===== src/core/wetting_pkg.sv =====
// Package with constants and carrier types for the relay wetting sequencer.
package wetting_pkg;
   // System clock rate and the coil pulse timing derived from it.
   localparam int unsigned CLK_HZ = 100_000_000;
   localparam int unsigned PULSE_RATE_HZ = 1;
   localparam int unsigned PERIOD_CYCLES = CLK_HZ / PULSE_RATE_HZ;
   // Duty figures in percent of on time.
   localparam int unsigned DUTY_BISTABLE_PCT = 50;
   localparam int unsigned DUTY_MONOSTABLE_PCT = 45;
   localparam int unsigned PCT_FULL = 100;
   // Number of coil pulses in one burst.
   localparam int unsigned BURST_PULSES = 20;
   // Debounce settle time in microseconds and its cycle count.
   localparam int unsigned DEBOUNCE_US = 10_000;
   localparam int unsigned US_PER_S = 1_000_000;
   localparam int unsigned DEBOUNCE_CYCLES = (CLK_HZ / US_PER_S) * DEBOUNCE_US;
   // Contacts monitored per kind (normally open, normally closed).
   localparam int unsigned CONTACTS = 4;
   localparam int unsigned NUM_SWITCHES = 3;

   typedef enum logic [1:0] {
      ST_IDLE = 2'b00,
      ST_ON = 2'b01,
      ST_OFF = 2'b10
   } seq_state_t;

   // Contact sense inputs from the relay being wetted.
   typedef struct packed {
      logic [CONTACTS-1:0] no_closed;
      logic [CONTACTS-1:0] nc_closed;
   } contact_sense_t;

   // Power and coil drives toward the relay being wetted.
   typedef struct packed {
      logic load_en;
      logic coil_pwr_en;
      logic set_coil;
      logic reset_coil;
   } relay_drive_t;
endpackage


===== src/core/relay_wetting_sequencer.sv =====
// Sequencer that runs one contact wetting burst per start press.
`timescale 1ns/100ps
// Notes on behaviour
// - A press of start, fixture test or fixture retest begins a run.
// - Start presses during a run are ignored until it has completed.
// - A run issues 20 coil pulses, alternating between set and reset coils when bistable; monostable pulses only the set coil.
// - Pulses repeat at 1 Hz, 50/50 duty bistable, 45/55 monostable.
// - The wetting load is enabled while a run is active.
// - One LED per NO and NC contact shows load current during a run.
// - All contact LEDs go dark when the run ends.
// - After 20 cycles coil power and load power are removed.
// - The fan output stays on whenever the unit is out of reset; reset holds it off.
// - With a fixture attached, its test and retest lamps are lit.
module relay_wetting_sequencer
   import wetting_pkg::*;
#(
   parameter int unsigned PERIOD = PERIOD_CYCLES,
   parameter int unsigned DEBOUNCE = DEBOUNCE_CYCLES,
   parameter int unsigned PULSES = BURST_PULSES
) (
   input wire logic ref_clk,
   input wire logic rstn,
   input wire logic start_sw,
   input wire logic fixture_test_sw,
   input wire logic fixture_retest_sw,
   input wire logic fixture_present,
   input wire logic monostable_sel,
   input wire contact_sense_t relay_being_wetted_sense,
   output relay_drive_t relay_being_wetted_drive,
   output logic [CONTACTS-1:0] led_no,
   output logic [CONTACTS-1:0] led_nc,
   output logic fixture_lamps,
   output logic fan_en,
   output logic run_active
);
   localparam int unsigned CW = $clog2(PERIOD + 1);
   localparam int unsigned DW = $clog2(DEBOUNCE + 1);
   localparam int unsigned PW = $clog2(PULSES + 1);
   localparam logic [CW-1:0] PERIOD_LAST = CW'(PERIOD - 1);
   // Products are formed at 64 bits, as a full-rate period times a percentage overflows 32 bits.
   localparam logic [CW-1:0] ON_BI = CW'((64'(PERIOD) * DUTY_BISTABLE_PCT) / PCT_FULL);
   localparam logic [CW-1:0] ON_MONO = CW'((64'(PERIOD) * DUTY_MONOSTABLE_PCT) / PCT_FULL);
   localparam logic [DW-1:0] DEB_LAST = DW'(DEBOUNCE - 1);
   localparam logic [PW-1:0] PULSE_LAST = PW'(PULSES - 1);

   // Refuse counts too small for a pulse of at least one cycle in each phase.
   if (PERIOD < 4 || DEBOUNCE < 1 || PULSES < 1) begin : g_param_check
      $error("relay_wetting_sequencer: period, debounce or pulse count too small");
   end

   // Two-stage synchronisers for the pins; only stage two is read onward.
   logic [NUM_SWITCHES-1:0] sw_meta_r, sw_sync_r;
   logic [2*CONTACTS-1:0] sense_meta_r, sense_sync_r;
   logic [1:0] cfg_meta_r, cfg_sync_r;

   always_ff @(posedge ref_clk) begin
      if (!rstn) begin
         sw_meta_r <= '0;
         sw_sync_r <= '0;
         sense_meta_r <= '0;
         sense_sync_r <= '0;
         cfg_meta_r <= '0;
         cfg_sync_r <= '0;
      end else begin
         sw_meta_r <= {fixture_retest_sw, fixture_test_sw, start_sw};
         sw_sync_r <= sw_meta_r;
         sense_meta_r <= {relay_being_wetted_sense.no_closed, relay_being_wetted_sense.nc_closed};
         sense_sync_r <= sense_meta_r;
         cfg_meta_r <= {fixture_present, monostable_sel};
         cfg_sync_r <= cfg_meta_r;
      end
   end

   // Per-switch debounce: a level is accepted only after it holds steady.
   logic [NUM_SWITCHES-1:0] sw_clean_r, sw_clean_nxt;
   logic [DW-1:0] deb_cnt_r [NUM_SWITCHES];
   logic [DW-1:0] deb_cnt_nxt [NUM_SWITCHES];

   genvar g;
   generate
      for (g = 0; g < NUM_SWITCHES; g++) begin : g_deb
         always_comb begin
            sw_clean_nxt[g] = sw_clean_r[g];
            deb_cnt_nxt[g] = '0;
            if (sw_sync_r[g] != sw_clean_r[g]) begin
               if (deb_cnt_r[g] == DEB_LAST) begin
                  sw_clean_nxt[g] = sw_sync_r[g];
               end else begin
                  deb_cnt_nxt[g] = deb_cnt_r[g] + DW'(1);
               end
            end
         end

         // Hold the accepted level and the settle count of this switch.
         always_ff @(posedge ref_clk) begin
            if (!rstn) begin
               sw_clean_r[g] <= 1'b0;
               deb_cnt_r[g] <= '0;
            end else begin
               sw_clean_r[g] <= sw_clean_nxt[g];
               deb_cnt_r[g] <= deb_cnt_nxt[g];
            end
         end
      end
   endgenerate

   // A switch held through the end of a run shows no fresh edge, so it cannot restart one.
   // one rising press edge
   logic press_any;
   logic [NUM_SWITCHES-1:0] sw_prev_r;
   assign press_any = |(sw_clean_r & ~sw_prev_r);

   // Sequencer state: phase counter, pulse count and which coil is next.
   seq_state_t state_r, state_nxt;
   logic [CW-1:0] phase_r, phase_nxt;
   logic [PW-1:0] pulse_r, pulse_nxt;
   logic coil_sel_r, coil_sel_nxt;
   logic mono_r, mono_nxt;
   logic [CW-1:0] on_len;

   assign on_len = mono_r ? ON_MONO : ON_BI;

   // Next-state logic of the run: idle, coil pulse on, coil pulse off.
   always_comb begin
      state_nxt = state_r;
      phase_nxt = phase_r;
      pulse_nxt = pulse_r;
      coil_sel_nxt = coil_sel_r;
      mono_nxt = mono_r;
      unique case (state_r)
         ST_IDLE: begin
            if (press_any) begin
               state_nxt = ST_ON;
               phase_nxt = '0;
               pulse_nxt = '0;
               coil_sel_nxt = 1'b0;
               mono_nxt = cfg_sync_r[0];
            end
         end
         // presses are not looked at here
         ST_ON: begin
            phase_nxt = phase_r + CW'(1);
            if (phase_r == on_len - CW'(1)) begin
               state_nxt = ST_OFF;
            end
         end
         ST_OFF: begin
            phase_nxt = phase_r + CW'(1);
            if (phase_r == PERIOD_LAST) begin
               phase_nxt = '0;
               if (pulse_r == PULSE_LAST) begin
                  state_nxt = ST_IDLE;
               end else begin
                  state_nxt = ST_ON;
                  pulse_nxt = pulse_r + PW'(1);
                  coil_sel_nxt = ~coil_sel_r;
               end
            end
         end
         default: begin
            state_nxt = ST_IDLE;
         end
      endcase
   end

   // Output values computed from the next state so outputs are registered.
   relay_drive_t drive_nxt;
   logic [CONTACTS-1:0] led_no_nxt, led_nc_nxt;
   logic active_nxt;

   always_comb begin
      active_nxt = (state_nxt != ST_IDLE);
      // load and coil supply on during run
      drive_nxt.load_en = active_nxt;
      drive_nxt.coil_pwr_en = active_nxt;
      // Monostable relays have one coil, so only the set drive pulses.
      drive_nxt.set_coil = (state_nxt == ST_ON) && (!coil_sel_nxt || mono_nxt);
      drive_nxt.reset_coil = (state_nxt == ST_ON) && coil_sel_nxt && !mono_nxt;
      led_no_nxt = active_nxt ? sense_sync_r[2*CONTACTS-1:CONTACTS] : '0;
      led_nc_nxt = active_nxt ? sense_sync_r[CONTACTS-1:0] : '0;
   end

   // Register the sequencer state and every output of the block.
   always_ff @(posedge ref_clk) begin
      if (!rstn) begin
         state_r <= ST_IDLE;
         phase_r <= '0;
         pulse_r <= '0;
         coil_sel_r <= 1'b0;
         mono_r <= 1'b0;
         sw_prev_r <= '0;
         relay_being_wetted_drive <= '0;
         led_no <= '0;
         led_nc <= '0;
         run_active <= 1'b0;
         fixture_lamps <= 1'b0;
         fan_en <= 1'b0;
      end else begin
         state_r <= state_nxt;
         phase_r <= phase_nxt;
         pulse_r <= pulse_nxt;
         coil_sel_r <= coil_sel_nxt;
         mono_r <= mono_nxt;
         sw_prev_r <= sw_clean_r;
         relay_being_wetted_drive <= drive_nxt;
         led_no <= led_no_nxt;
         led_nc <= led_nc_nxt;
         run_active <= active_nxt;
         fixture_lamps <= cfg_sync_r[1];
         fan_en <= 1'b1;
      end
   end
endmodule


===== config.mk =====
export PLATFORM = sky130hd
export DESIGN_NAME = relay_wetting_sequencer
export DESIGN_NICKNAME = d
export VERILOG_FILES = /design/src/core/wetting_pkg.sv /design/src/core/relay_wetting_sequencer.sv
export SDC_FILE = /design/constraint.sdc
export NUM_CORES = 1
export LEC_CHECK = 0
export BUFFER_PORTS_ARGS = -buffer_cell sky130_fd_sc_hd__buf_2
export CORE_MARGIN = 3
export CORE_UTILIZATION = 25
export CTS_BUF_LIST = sky130_fd_sc_hd__clkbuf_4 sky130_fd_sc_hd__clkbuf_8
export DETAILED_ROUTE_END_ITERATION = 8
export HOLD_SLACK_MARGIN = 0.15
export PLACE_DENSITY = 0.37
export SETUP_SLACK_MARGIN = 0.15
export SLEW_MARGIN = 25
export SYNTH_ARGS = -nofsm -noshare
export SYNTH_HDL_FRONTEND = slang
export SYNTH_SLANG_ARGS = --single-unit
export TNS_END_PERCENT = 5

===== constraint.sdc =====
create_clock -name ref_clk -period 2.3 [get_ports ref_clk]
set_input_delay 0.46 -clock ref_clk [delete_from_list [all_inputs] [get_ports ref_clk]]
set_output_delay 0.46 -clock ref_clk [all_outputs]
set_load 0.03 [all_outputs]

== Word level (Yosys, flattened, before mapping) ==
Memories as Yosys holds them, arrays and structs flattened.
Index checks and enable logic that the tools add are counted.
Word-level totals
  flip-flop bits (word level): 81
  bits in latches: 0
  RAM bits: 60
  memory bits (read-only): 0
  output and inout bits: 15
  word-level logic and storage cells: 97
  memories kept: 1
Memories
  deb_cnt_r: words 3, bits a word 20, read ports 3, clocked after Yosys merged registers in 0, wr ports 3, line relay_wetting_sequencer.sv:76  | logic [DW-1:0] deb_cnt_r [NUM_SWITCHES];
Operators by class
  add/sub/neg operators: 6
  multiply operators: 0
  divide/modulo/power cells: 0
  magnitude comparators: 0
  equal/unequal tests: 15
  shift operators: 0
  multiplexer cells: 30
  bitwise operators: 6
  reduce and logical (&&, ||, !) cells: 17
Operators by type and width (number)
  20-bit 2-to-1 mux: 9
  27-bit case mux with 3 select lines: 1
  20-bit by 1-bit adder with 20-bit output (second input constant): 3
  20-bit == test (second input constant): 3
  27-bit 2-to-1 mux: 2
  27-bit by 1-bit adder with 27-bit output (second input constant): 1
  27-bit == test: 1
  27-bit == test (second input constant): 1
  26-bit by 1-bit subtractor with 27-bit output (second input constant): 1
  23-bit 2-to-1 mux: 1
  5-bit 2-to-1 mux: 3
  5-bit case mux with 2 select lines: 1
  2-bit AND reduction: 5
  1-bit 2-to-1 mux: 8
  2-bit 2-to-1 mux: 3
  2-bit inequality test (second input constant): 3
  2-bit case mux with 3 select lines: 1
  5-bit by 1-bit adder with 5-bit output (second input constant): 1
  5-bit == test (second input constant): 1
  2-bit by 1-bit == test with 1-bit output (second input constant): 2
  4-bit AND reduction: 1
  2-bit nonzero test: 2
  3-bit AND: 1
  1-bit logical AND: 3
  11 further kinds: 16

== Logic depth before layout (Yosys ltp) ==
Gate-level depths: netlist (run 1).
  word-level depth: 8
  gate-level depth with buffers: 9

== Least setup slack after synthesis (run 1) ==
OpenSTA, ideal clock, no wires.
  path type: register to register
  start point: reg phase_r[0]
  end point: reg phase_r[25]
  library setup time: 0.121 ns
  data arrival time: 2.331 ns
  required time: 2.179 ns
  setup slack: -0.152 ns
  stages on the path, launching flop included: 10
  path buffers: 2
  cell sequence: dfxtp_1 > ha_1 > nand3_2 > or4_4 > buf_6 > o41a_1 > and3_1 > buf_6 > a21oi_1 > mux2i_1
Between the ends
  word-level cells in the longest chain between the ends: 3
  elaborated cells on any way between the ends: 4
  classes of those cells: add/sub: 1; eq/ne: 1; mux: 2
RTL lines
  start, declared: line relay_wetting_sequencer.sv:115  | logic [CW-1:0] phase_r, phase_nxt;
  start signal, assigned: line relay_wetting_sequencer.sv:200  | phase_r <= phase_nxt;
  27-bit by 1-bit adder with 27-bit output or 27-bit == test (tied branches): line relay_wetting_sequencer.sv:142, relay_wetting_sequencer.sv:148, relay_wetting_sequencer.sv:149
  27-bit 2-to-1 mux: line relay_wetting_sequencer.sv:149  | if (phase_r == PERIOD_LAST) begin
  27-bit case mux with 3 select lines *: line relay_wetting_sequencer.sv:130  | unique case (state_r)
Every way passes the cells marked *; elsewhere a longest branch is shown, timed or not.
A chain may end at the register's enable or synchronous reset.

== Worst setup path after layout (run 1) ==
  start point: reg phase_r[1]
  end point: reg phase_r[15]
The elaborated chain is that of the path after synthesis.

==> summary.md, run 1 <==
| Metric | Value |
|---|---|
| Outcome | finished clean |
| Drt drc | 0 |
| Final net count | 748 |
| Clock power share | 45.7% |
| Syn avg cell area | 9.11 sq um |
| I/O pin total | 30 |
| Worst hold path class | in2reg |
| Starting Density | 25.9% |
| Final Critical Period | 2200 ps |
| GR Util All Layers | 10.5% |
| PwrDens | 644 mW/mm^2 |
| Flops & latches, synth | 141 |
| Commonest non-fill, non-tap cell in the layout | dfxtp_1 |
| Number of antenna repair diodes | 0 |
| Largest net degree at the start of global routing | 26 |
| Total die area | 0.0258 sq mm |
| Asr flop ratio synth | 0% |
| Clk_skew | 10.7 ps |
| Worst Max-Slew Pin Slew | 660 ps |
| Reg clk slew, reported paths | 80 ps |
| DP HPWL | 9220 um |
| Slew HR | 55.6% |
| Final ANT Viol Nets | 0 |
| Post-Syn Nets | 679 |
| CTS tree | yes |
| Wirelength, routed | 13300 um |
| Worst setup margin | 103 ps |
| Total power | 4690 uW |
| Leak | 0.00259 uW |
| Placed Cells | 1007 |
| Final hold viol count | 0 |
| Row Count | 55 |
| Layout cells sized above 1 | 17.8% |
| Peak supply drop | 0.312 mV |
| Max Slew Vio Count | 0 |
| Iteration-0 DRC Markers | 236 |
| Drt pass-1 iters | 4 |
| Sequential share of the synthesized area | 47.3% |
| H-tree depth | 4 |
| DR WL/cell | 12.7 um |
| Final core occ | 31.6% |
| Area Growth Syn to Fin | 22.2% |
| Int Pwr | 3690 uW |
| Post-route non-filler standard cell count | 1047 |
| Syn Std Cell Area | 0.00597 sq mm |
| GP Congestion | 0.781 |
| Worst endpoint data arrival time | 2520 ps |
| Port Buffer Count | 29 |
| Crit Path Max Fanout | 7 |
| Register area | 0.00283 sq mm |
| Max_cap viols | 0 |
| Sink Count | 141 |
| Critical Path RT | 2630 ps |
| Clock Path Buffers | 2 |
| CTS buffer count | 17 |
| Initial antenna violation count | 0 |
| Vias in the first global route | 4383 |
| Grt ovf | 0 |
| Clk_lat worst skew | 430 ps |
| Root Buffer | clkbuf_8 |
| Crit end category | register |
| Area of the multi-input gates | 0.00313 sq mm |
| Post-synth EDFFs | 0 |
| Fill cell count | 2412 |
| Core Footprint | 0.0231 sq mm |
| Flop pwr share | 52.6% |
| Top FF cell, synth | dfxtp_1 |
| RSZ-0062 raised after global routing | true |
| Crit start category | register |
| Fmax | 0.455 GHz |
| Commonest non-fill, non-tap cells in the layout | dfxtp_1, nor2_1, nand3_1 |
| Crit path kind | reg2reg |
| Net Switching | 1010 uW |
| Synth warnings | 0 |
| Pre-CTS WS | -141 ps |
| Chip height | 160 um |
| First-pass GRT wire length | 22100 um |
| Unique masters post-synth | 53 |
| Die width | 160 um |
| Fin crit share | 95.5% |
| Gate power share | 1.7% |
| Syn Inst Count | 655 |
| Final setup viols | 0 |
| Via count | 4583 |
| Hold Slack | 230 ps |
| Vias per cell | 4.38 |
| Sw Ratio | 21.4% |
==> metal layers <==
metal	global-route usage [%]	vias to the layer above	part of all wire [%]	wire length, um
met3	2.68	7	2.3	301
met2	16.6	40	46	6120
met5	0	-	0	0
li1	-	2388	-	-
met1	14.1	2148	51	6790
met4	3.20	0	0.96	128
==> Yosys cell counts, types with 13 or more instances <==
| library cell | instances | area (sq um) |
|---|---|---|
| and2_1 | 45 | 282 |
| xor2_1 | 44 | 385 |
| inv_1 | 13 | 48.8 |
| nor2_1 | 90 | 338 |
| a21oi_1 | 16 | 80.1 |
| dfxtp_1 | 141 | 2820 |
| nand4_1 | 18 | 113 |
| clkbuf_1 | 17 | 63.8 |
| nand2_1 | 31 | 116 |
| o21ai_0 | 15 | 75.1 |
| and3_1 | 25 | 156 |
| xnor2_1 | 25 | 219 |
| nand3_1 | 47 | 235 |
==> flip-flops by register name, indices dropped and copies added, names as in the netlist, 2 cells and up <==
register,cells
cfg_meta_r,2
cfg_sync_r,2
deb_cnt_r,60
led_nc,4
led_no,4
phase_r,27
pulse_r,5
relay_being_wetted_drive,2
sense_meta_r,8
sense_sync_r,8
state_r,2
sw_clean_r,3
sw_meta_r,3
sw_prev_r,3
sw_sync_r,3
==> power groups by stage <==
stage	combinational, uW	clock [uW]	sequential (uW)
floorplan	43.0	0	2530
global placement	80.7	0	2530
detailed placement	80.7	0	2530
CTS	81.7	2250	2470
global route	90.8	2350	2470
finish	80.1	2140	2470
==> worst paths after layout <==
path                               start                    endpoint  slack (ps)  cells after the start
max              phase_r[1]$_SDFFE_PN0P_    phase_r[15]$_SDFFE_PN0P_         100                      8
min          relay_being_wetted_sense[5]  sense_meta_r[5]$_SDFF_PN0_         230                      2
max reg2reg      phase_r[1]$_SDFFE_PN0P_    phase_r[15]$_SDFFE_PN0P_         100                      8
min reg2reg   sense_sync_r[7]$_SDFF_PN0_        led_no[3]$_SDFF_PN0_         430                      1
==> cell families (layout without fill, tap and decap cells) <==
logic type	count (synthesis)	in the layout	synth area share, %
AOI/OAI and AO/OA	58	59	6.52
DFF	141	141	47.3
and+or+nand+nor	336	337	30.5
muxes	6	6	1.03
xor gates and xnor gates	69	69	10.1
adders and majority gates	9	9	1.89
buffers and inverters	36	113	2.66
==> per-stage QoR <==
stage,setup TNS [ps],cell area [sq um]
final,0,7290
after global routing,0,7290
after floorplan,0,5990
after global placement,-522,6680
after CTS,0,7170
after detailed placement,-1400,6680
==> repair_timing <==
action,4_1_cts,5_1_grt
hold endpoints to repair,0,0
pin swaps,5,10
cloned,0,2
buffers inserted,5,4
hold buffers,0,0
setup endpoints to repair,35,44
resized for setup,10,16
==> area by class of cell <==
type / instances / share of cell area (%)
Tap cell: 313 / 5.37
Inverter: 13 / 0.669
Multi-Input combinational cell: 480 / 42.9
Clock buffer: 18 / 3.40
Sequential cell: 141 / 38.8
Timing Repair Buffer: 71 / 6.49
Clock inverter: 11 / 2.32
==> worst max-delay path, cell delays in order, from the launching register on <==
cell	delay (ps)
dfxtp_4	360
ha_4	140
nand3_4	70
or4_4	560
o41a_1	470
buf_4	200
and2_4	140
nand3b_1	80
a21oi_1	70
Note: power is estimated with default switching activity, not from simulation.
==> inputs of run 2 (changes only) <==
--- a/config.mk
+++ b/config.mk
@@ -6,10 +6,11 @@
 export NUM_CORES = 1
 export LEC_CHECK = 0
 export BUFFER_PORTS_ARGS = -buffer_cell sky130_fd_sc_hd__buf_2
-export CORE_MARGIN = 3
+export CORE_MARGIN = 5
 export CORE_UTILIZATION = 25
 export CTS_BUF_LIST = sky130_fd_sc_hd__clkbuf_4 sky130_fd_sc_hd__clkbuf_8
 export DETAILED_ROUTE_END_ITERATION = 8
+export GPL_TIMING_DRIVEN = 0
 export HOLD_SLACK_MARGIN = 0.15
 export PLACE_DENSITY = 0.37
 export SETUP_SLACK_MARGIN = 0.15
==> summary.md, run 2 (same netlist as run 1, synthesis figures left out) <==
| Metric | Value |
|---|---|
| Outcome | finished with violations |
| Failing checks | setup timing |
| Leak | 0.00247 uW |
| Clk_lat worst skew | 450 ps |
| CTS buffer count | 17 |
| Area of the multi-input gates | 0.00313 sq mm |
| Pre-CTS WS | -477 ps |
| GR Util All Layers | 10.3% |
| Commonest non-fill, non-tap cell in the layout | dfxtp_1 |
| Vias in the first global route | 4471 |
| Slew HR | 54.7% |
| Area Growth Syn to Fin | 19.2% |
| Largest registers | deb_cnt_r (60), phase_r (27) |
| Critical Path RT | 2640 ps |
| RR Startpoint | phase_r[11]$_SDFFE_PN0P_ |
| Largest Register | deb_cnt_r |
| Area after DPL | 0.00653 sq mm |
| Crit path kind | reg2reg |
| Worst endpoint data arrival time | 2690 ps |
| Hold Path Depth | 2 |
| Final Critical Period | 2350 ps |
| Worst Max-Slew Pin Slew | 680 ps |
| Hold Slack | 216 ps |
| DP HPWL | 9460 um |
| Grt ovf | 0 |
| Die width | 164 um |
| Final ANT Viol Nets | 0 |
| Chip height | 164 um |
| Final net count | 735 |
| Reg clk slew, reported paths | 90 ps |
| Hold Crit Endpoint | cfg_meta_r[1]$_SDFF_PN0_ |
| Core Footprint | 0.0235 sq mm |
| H-tree depth | 4 |
| Crit end category | register |
| Max_cap viols | 0 |
| Worst hold path class | in2reg |
| Root Buffer | clkbuf_8 |
| Clk_skew | 9.88 ps |
| Total die area | 0.0271 sq mm |
| Commonest non-fill, non-tap cells in the layout | dfxtp_1, nor2_1, nand3_1 |
| Row Count | 56 |
| Starting Density | 25.4% |
| PwrDens | 620 mW/mm^2 |
| Layout cells sized above 1 | 16.2% |
| DR WL/cell | 12.8 um |
| CTS tree | yes |
| Post-route non-filler standard cell count | 1043 |
| Fill cell count | 2471 |
| R2R cell count | 8 |
| Placed Cells | 1003 |
| Number of antenna repair diodes | 0 |
| Peak supply drop | 0.257 mV |
| Iteration-0 DRC Markers | 237 |
| Crit Path Max Fanout | 9 |
| Port Buffer Count | 29 |
| Worst setup margin | -45.9 ps |
| Final hold viol count | 0 |
| R2R Setup Slk | -50 ps |
| Fmax | 0.426 GHz |
| Design Area, Final | 0.00711 sq mm |
| Initial antenna violation count | 0 |
| Wirelength, routed | 13300 um |
| Final setup viols | 26 |
| Clock Path Buffers | 2 |
| Max Slew Vio Count | 0 |
| Crit start category | register |
| GP Congestion | 0.760 |
| Via count | 4613 |
| Register area | 0.00283 sq mm |
| Fin crit share | 102% |
| Vias per cell | 4.42 |
| I/O pin total | 30 |
| Drt pass-1 iters | 4 |
| Worst reg2reg path endpoint | phase_r[2]$_SDFFE_PN0P_ |
| Largest net degree at the start of global routing | 17 |
| Hold Startpoint | fixture_present |
| Drt drc | 0 |
| RSZ-0062 raised after global routing | true |
| Largest register FFs | 60 |
| Sink Count | 141 |
| First-pass GRT wire length | 22100 um |
==> run 2: area by class of cell <==
| type | instances | area share [%] |
|---|---|---|
| multi-input combinational | 478 | 44.1 |
| sequential | 141 | 39.8 |
| tap | 319 | 5.61 |
| clock buffer | 17 | 3.29 |
| timing repair buffer | 37 | 2.89 |
| buffer | 23 | 1.83 |
| clock inverter | 15 | 1.81 |
| inverter | 13 | 0.686 |
==> run 2: report_power, final <==
| part | internal, uW | leakage, uW | switching, uW |
|---|---|---|---|
| registers | 2460 | 0.00115 | 7.17 |
| clock network | 775 | 0.000172 | 1080 |
| logic | 32.9 | 0.00116 | 48.8 |
==> run 2: how the worst max path moves through the flow <==
| stage | start | slack, ps | endpoint |
|---|---|---|---|
| finish | phase_r[11]$_SDFFE_PN0P_ | -50 | phase_r[2]$_SDFFE_PN0P_ |
| detailed placement | phase_r[15]$_SDFFE_PN0P_ | -480 | phase_r[22]$_SDFFE_PN0P_ |
| global route | phase_r[11]$_SDFFE_PN0P_ | -140 | phase_r[2]$_SDFFE_PN0P_ |
| CTS | phase_r[11]$_SDFFE_PN0P_ | -150 | phase_r[2]$_SDFFE_PN0P_ |
| floorplan | phase_r[1]$_SDFFE_PN0P_ | 160 | phase_r[2]$_SDFFE_PN0P_ |
| global placement | phase_r[15]$_SDFFE_PN0P_ | -420 | phase_r[15]$_SDFFE_PN0P_ |
==> run 2: through the flow <==
stage	util [%]	total power, uW	setup TNS (ps)
CTS	30.0	4520	-2660
detailed placement	27.8	2610	-13050
floorplan	-	2570	0
global placement	27.8	2610	-11530
finish	30.3	4410	-450
global route	30.3	4640	-3470
==> run 2: metal layers <==
layer / GRT usage [%] / vias up / wire (um)
li1: - / 2379 / -
met1: 13.4 / 2182 / 6600
met2: 16.7 / 44 / 6150
met3: 3.17 / 8 / 455
met4: 2.95 / 0 / 108
met5: 0 / - / 0
==> run 2: worst max-delay path, cell delays in order, from the launching register on <==
cell	delay (ps)
dfxtp_2	340
nand4b_1	210
or4_4	540
buf_6	160
o41a_1	450
and3_4	210
buf_6	140
a21oi_2	120
mux2i_1	70
==> run 2: timing repair <==
| action | in CTS | in global routing |
|---|---|---|
| gates cloned | 0 | 0 |
| setup buffers | 5 | 3 |
| resized for setup | 30 | 17 |
| hold buffers | 0 | 0 |
| endpoints found under the setup margin | 82 | 68 |
| pin swaps | 13 | 10 |
==> inputs of run 3 (changes only) <==
==> constraint.sdc (replaced) <==
create_clock -name ref_clk -period 2.3 [get_ports ref_clk]
set_input_delay 0.345 -clock ref_clk [delete_from_list [all_inputs] [get_ports ref_clk]]
set_output_delay 0.345 -clock ref_clk [all_outputs]
set_load 0.03 [all_outputs]
==> summary.md, run 3 (same netlist as run 1, synthesis figures left out) <==
| Metric | Value |
|---|---|
| Outcome | finished with violations |
| Failing checks | setup timing |
| Crit-path max cell delay | 550 ps |
| Largest Register | deb_cnt_r |
| Starting Density | 25.4% |
| Final setup viols | 27 |
| Reg clk slew, reported paths | 90 ps |
| CTS buffer count | 17 |
| Iteration-0 DRC Markers | 208 |
| Sink Count | 141 |
| Largest register FFs | 60 |
| Vias in the first global route | 4520 |
| Post-route non-filler standard cell count | 1057 |
| DR WL/cell | 12.7 um |
| Area Growth Syn to Fin | 21.5% |
| Worst hold path class | reg2reg |
| Clk_skew | 11.8 ps |
| Fin crit share | 102% |
| Total die area | 0.0271 sq mm |
| Crit Path Max Fanout | 9 |
| Number of antenna repair diodes | 0 |
| H-tree depth | 4 |
| Drt drc | 0 |
| DP HPWL | 9460 um |
| Final Critical Period | 2350 ps |
| Cell mode on critical path | buf_6 |
| Crit start category | register |
| Initial antenna violation count | 0 |
| Placed Cells | 1003 |
| GP Congestion | 0.760 |
| WP buf/inv | 2 |
| Worst endpoint data arrival time | 2690 ps |
| Port Buffer Count | 29 |
| Grt ovf | 0 |
| Die width | 164 um |
| Final net count | 749 |
| Hold Startpoint | sense_sync_r[0]$_SDFF_PN0_ |
| Worst Max-Slew Pin Slew | 681 ps |
| Met2 WL | 6220 um |
| Wirelength, routed | 13400 um |
| Crit path kind | reg2reg |
| Largest registers | deb_cnt_r (60), phase_r (27) |
| CTS tree | yes |
| Hold Slack | 432 ps |
| Clk_lat worst skew | 450 ps |
| GR Util All Layers | 10.4% |
| Slew HR | 54.6% |
| First-pass GRT wire length | 22300 um |
| RR Startpoint | phase_r[11]$_SDFFE_PN0P_ |
| Largest net degree at the start of global routing | 17 |
| Leak | 0.00253 uW |
| Final core occ | 30.9% |
| Clock Path Buffers | 2 |
| Fmax | 0.426 GHz |
| Max_cap viols | 0 |
| Worst setup margin | -45.8 ps |
| Vias per cell | 4.41 |
| Final hold viol count | 0 |
| I/O pin total | 30 |
| Crit end category | register |
| Final TNS setup | -578 ps |
| Highest metal used | met4 |
| Layout cells sized above 1 | 15.9% |
| Setup crit start | phase_r[11]$_SDFFE_PN0P_ |
| Commonest non-fill, non-tap cells in the layout | dfxtp_1, nor2_1, nand3_1 |
| Worst path slowest cell | or4_4 |
| CP cell instances | nand4b_1 -> or4_4 -> buf_6 -> o41a_1 -> and3_4 -> buf_6 -> a21oi_2 -> mux2i_1 |
| Root Buffer | clkbuf_8 |
| Critical Path RT | 2640 ps |
| Final ANT Viol Nets | 0 |
| Core Footprint | 0.0235 sq mm |
| Chip height | 164 um |
| Max Slew Vio Count | 0 |
| Metal1 wirelength | 6650 um |
| PwrDens | 611 mW/mm^2 |
| RSZ-0062 raised after global routing | true |
| Commonest non-fill, non-tap cell in the layout | dfxtp_1 |
| Peak supply drop | 0.257 mV |
| Row Count | 56 |
| Crit-path leading delay family | simple AND/OR/NAND/NOR gates |
| Metal3 WL | 431 um |
| Via count | 4659 |
| Drt pass-1 iters | 4 |
[run 3: worst paths after layout]
| check | endpoint | slack (ps) | depth (start not counted) |
|---|---|---|---|
| max | phase_r[2]$_SDFFE_PN0P_ | -50 | 8 |
| max reg2reg | phase_r[2]$_SDFFE_PN0P_ | -50 | 8 |
| min reg2reg | led_nc[0]$_SDFF_PN0_ | 430 | 1 |
| min | led_nc[0]$_SDFF_PN0_ | 430 | 1 |
[run 3: power by group]
group / internal [uW] / switching [uW] / total (uW) / leakage, uW
sequential: 2460 / 7.19 / 2470 / 0.00115
clock: 775 / 1090 / 1860 / 0.000172
combinational: 48.4 / 51.8 / 100 / 0.00121
[run 3: what timing repair did]
action,4_1_cts,5_1_grt
hold buffers,14,0
setup endpoints to repair,82,68
cloned,0,0
pin swaps,13,10
setup buffers,5,3
gates resized for setup,30,17
hold endpoints to repair,14,0
[run 3: layout make-up]
type / instances / area, sq um
fill: 2459 / 16200
inverter: 13 / 48.8
sequential: 141 / 2830
timing repair buffer: 51 / 345
tap: 319 / 399
clock inverter: 15 / 129
multi-input combinational: 478 / 3130
buffer: 23 / 130
clock buffer: 17 / 234
[run 3: layer usage]
| layer | vias to the layer above | GRT usage [%] |
|---|---|---|
| li1 | 2406 | - |
| met1 | 2203 | 13.4 |
| met2 | 42 | 16.9 |
| met3 | 8 | 3.12 |
| met4 | 0 | 2.95 |
| met5 | - | 0 |
[run 3: metrics by stage]
step | worst slack, ps | instance area, sq um | total power, uW
after floorplan | 163 | 5990 | 2570
after global placement | -416 | 6530 | 2610
after detailed placement | -477 | 6530 | 2610
after CTS | -153 | 7180 | 4540
after global routing | -142 | 7250 | 4670
final | -45.8 | 7250 | 4430
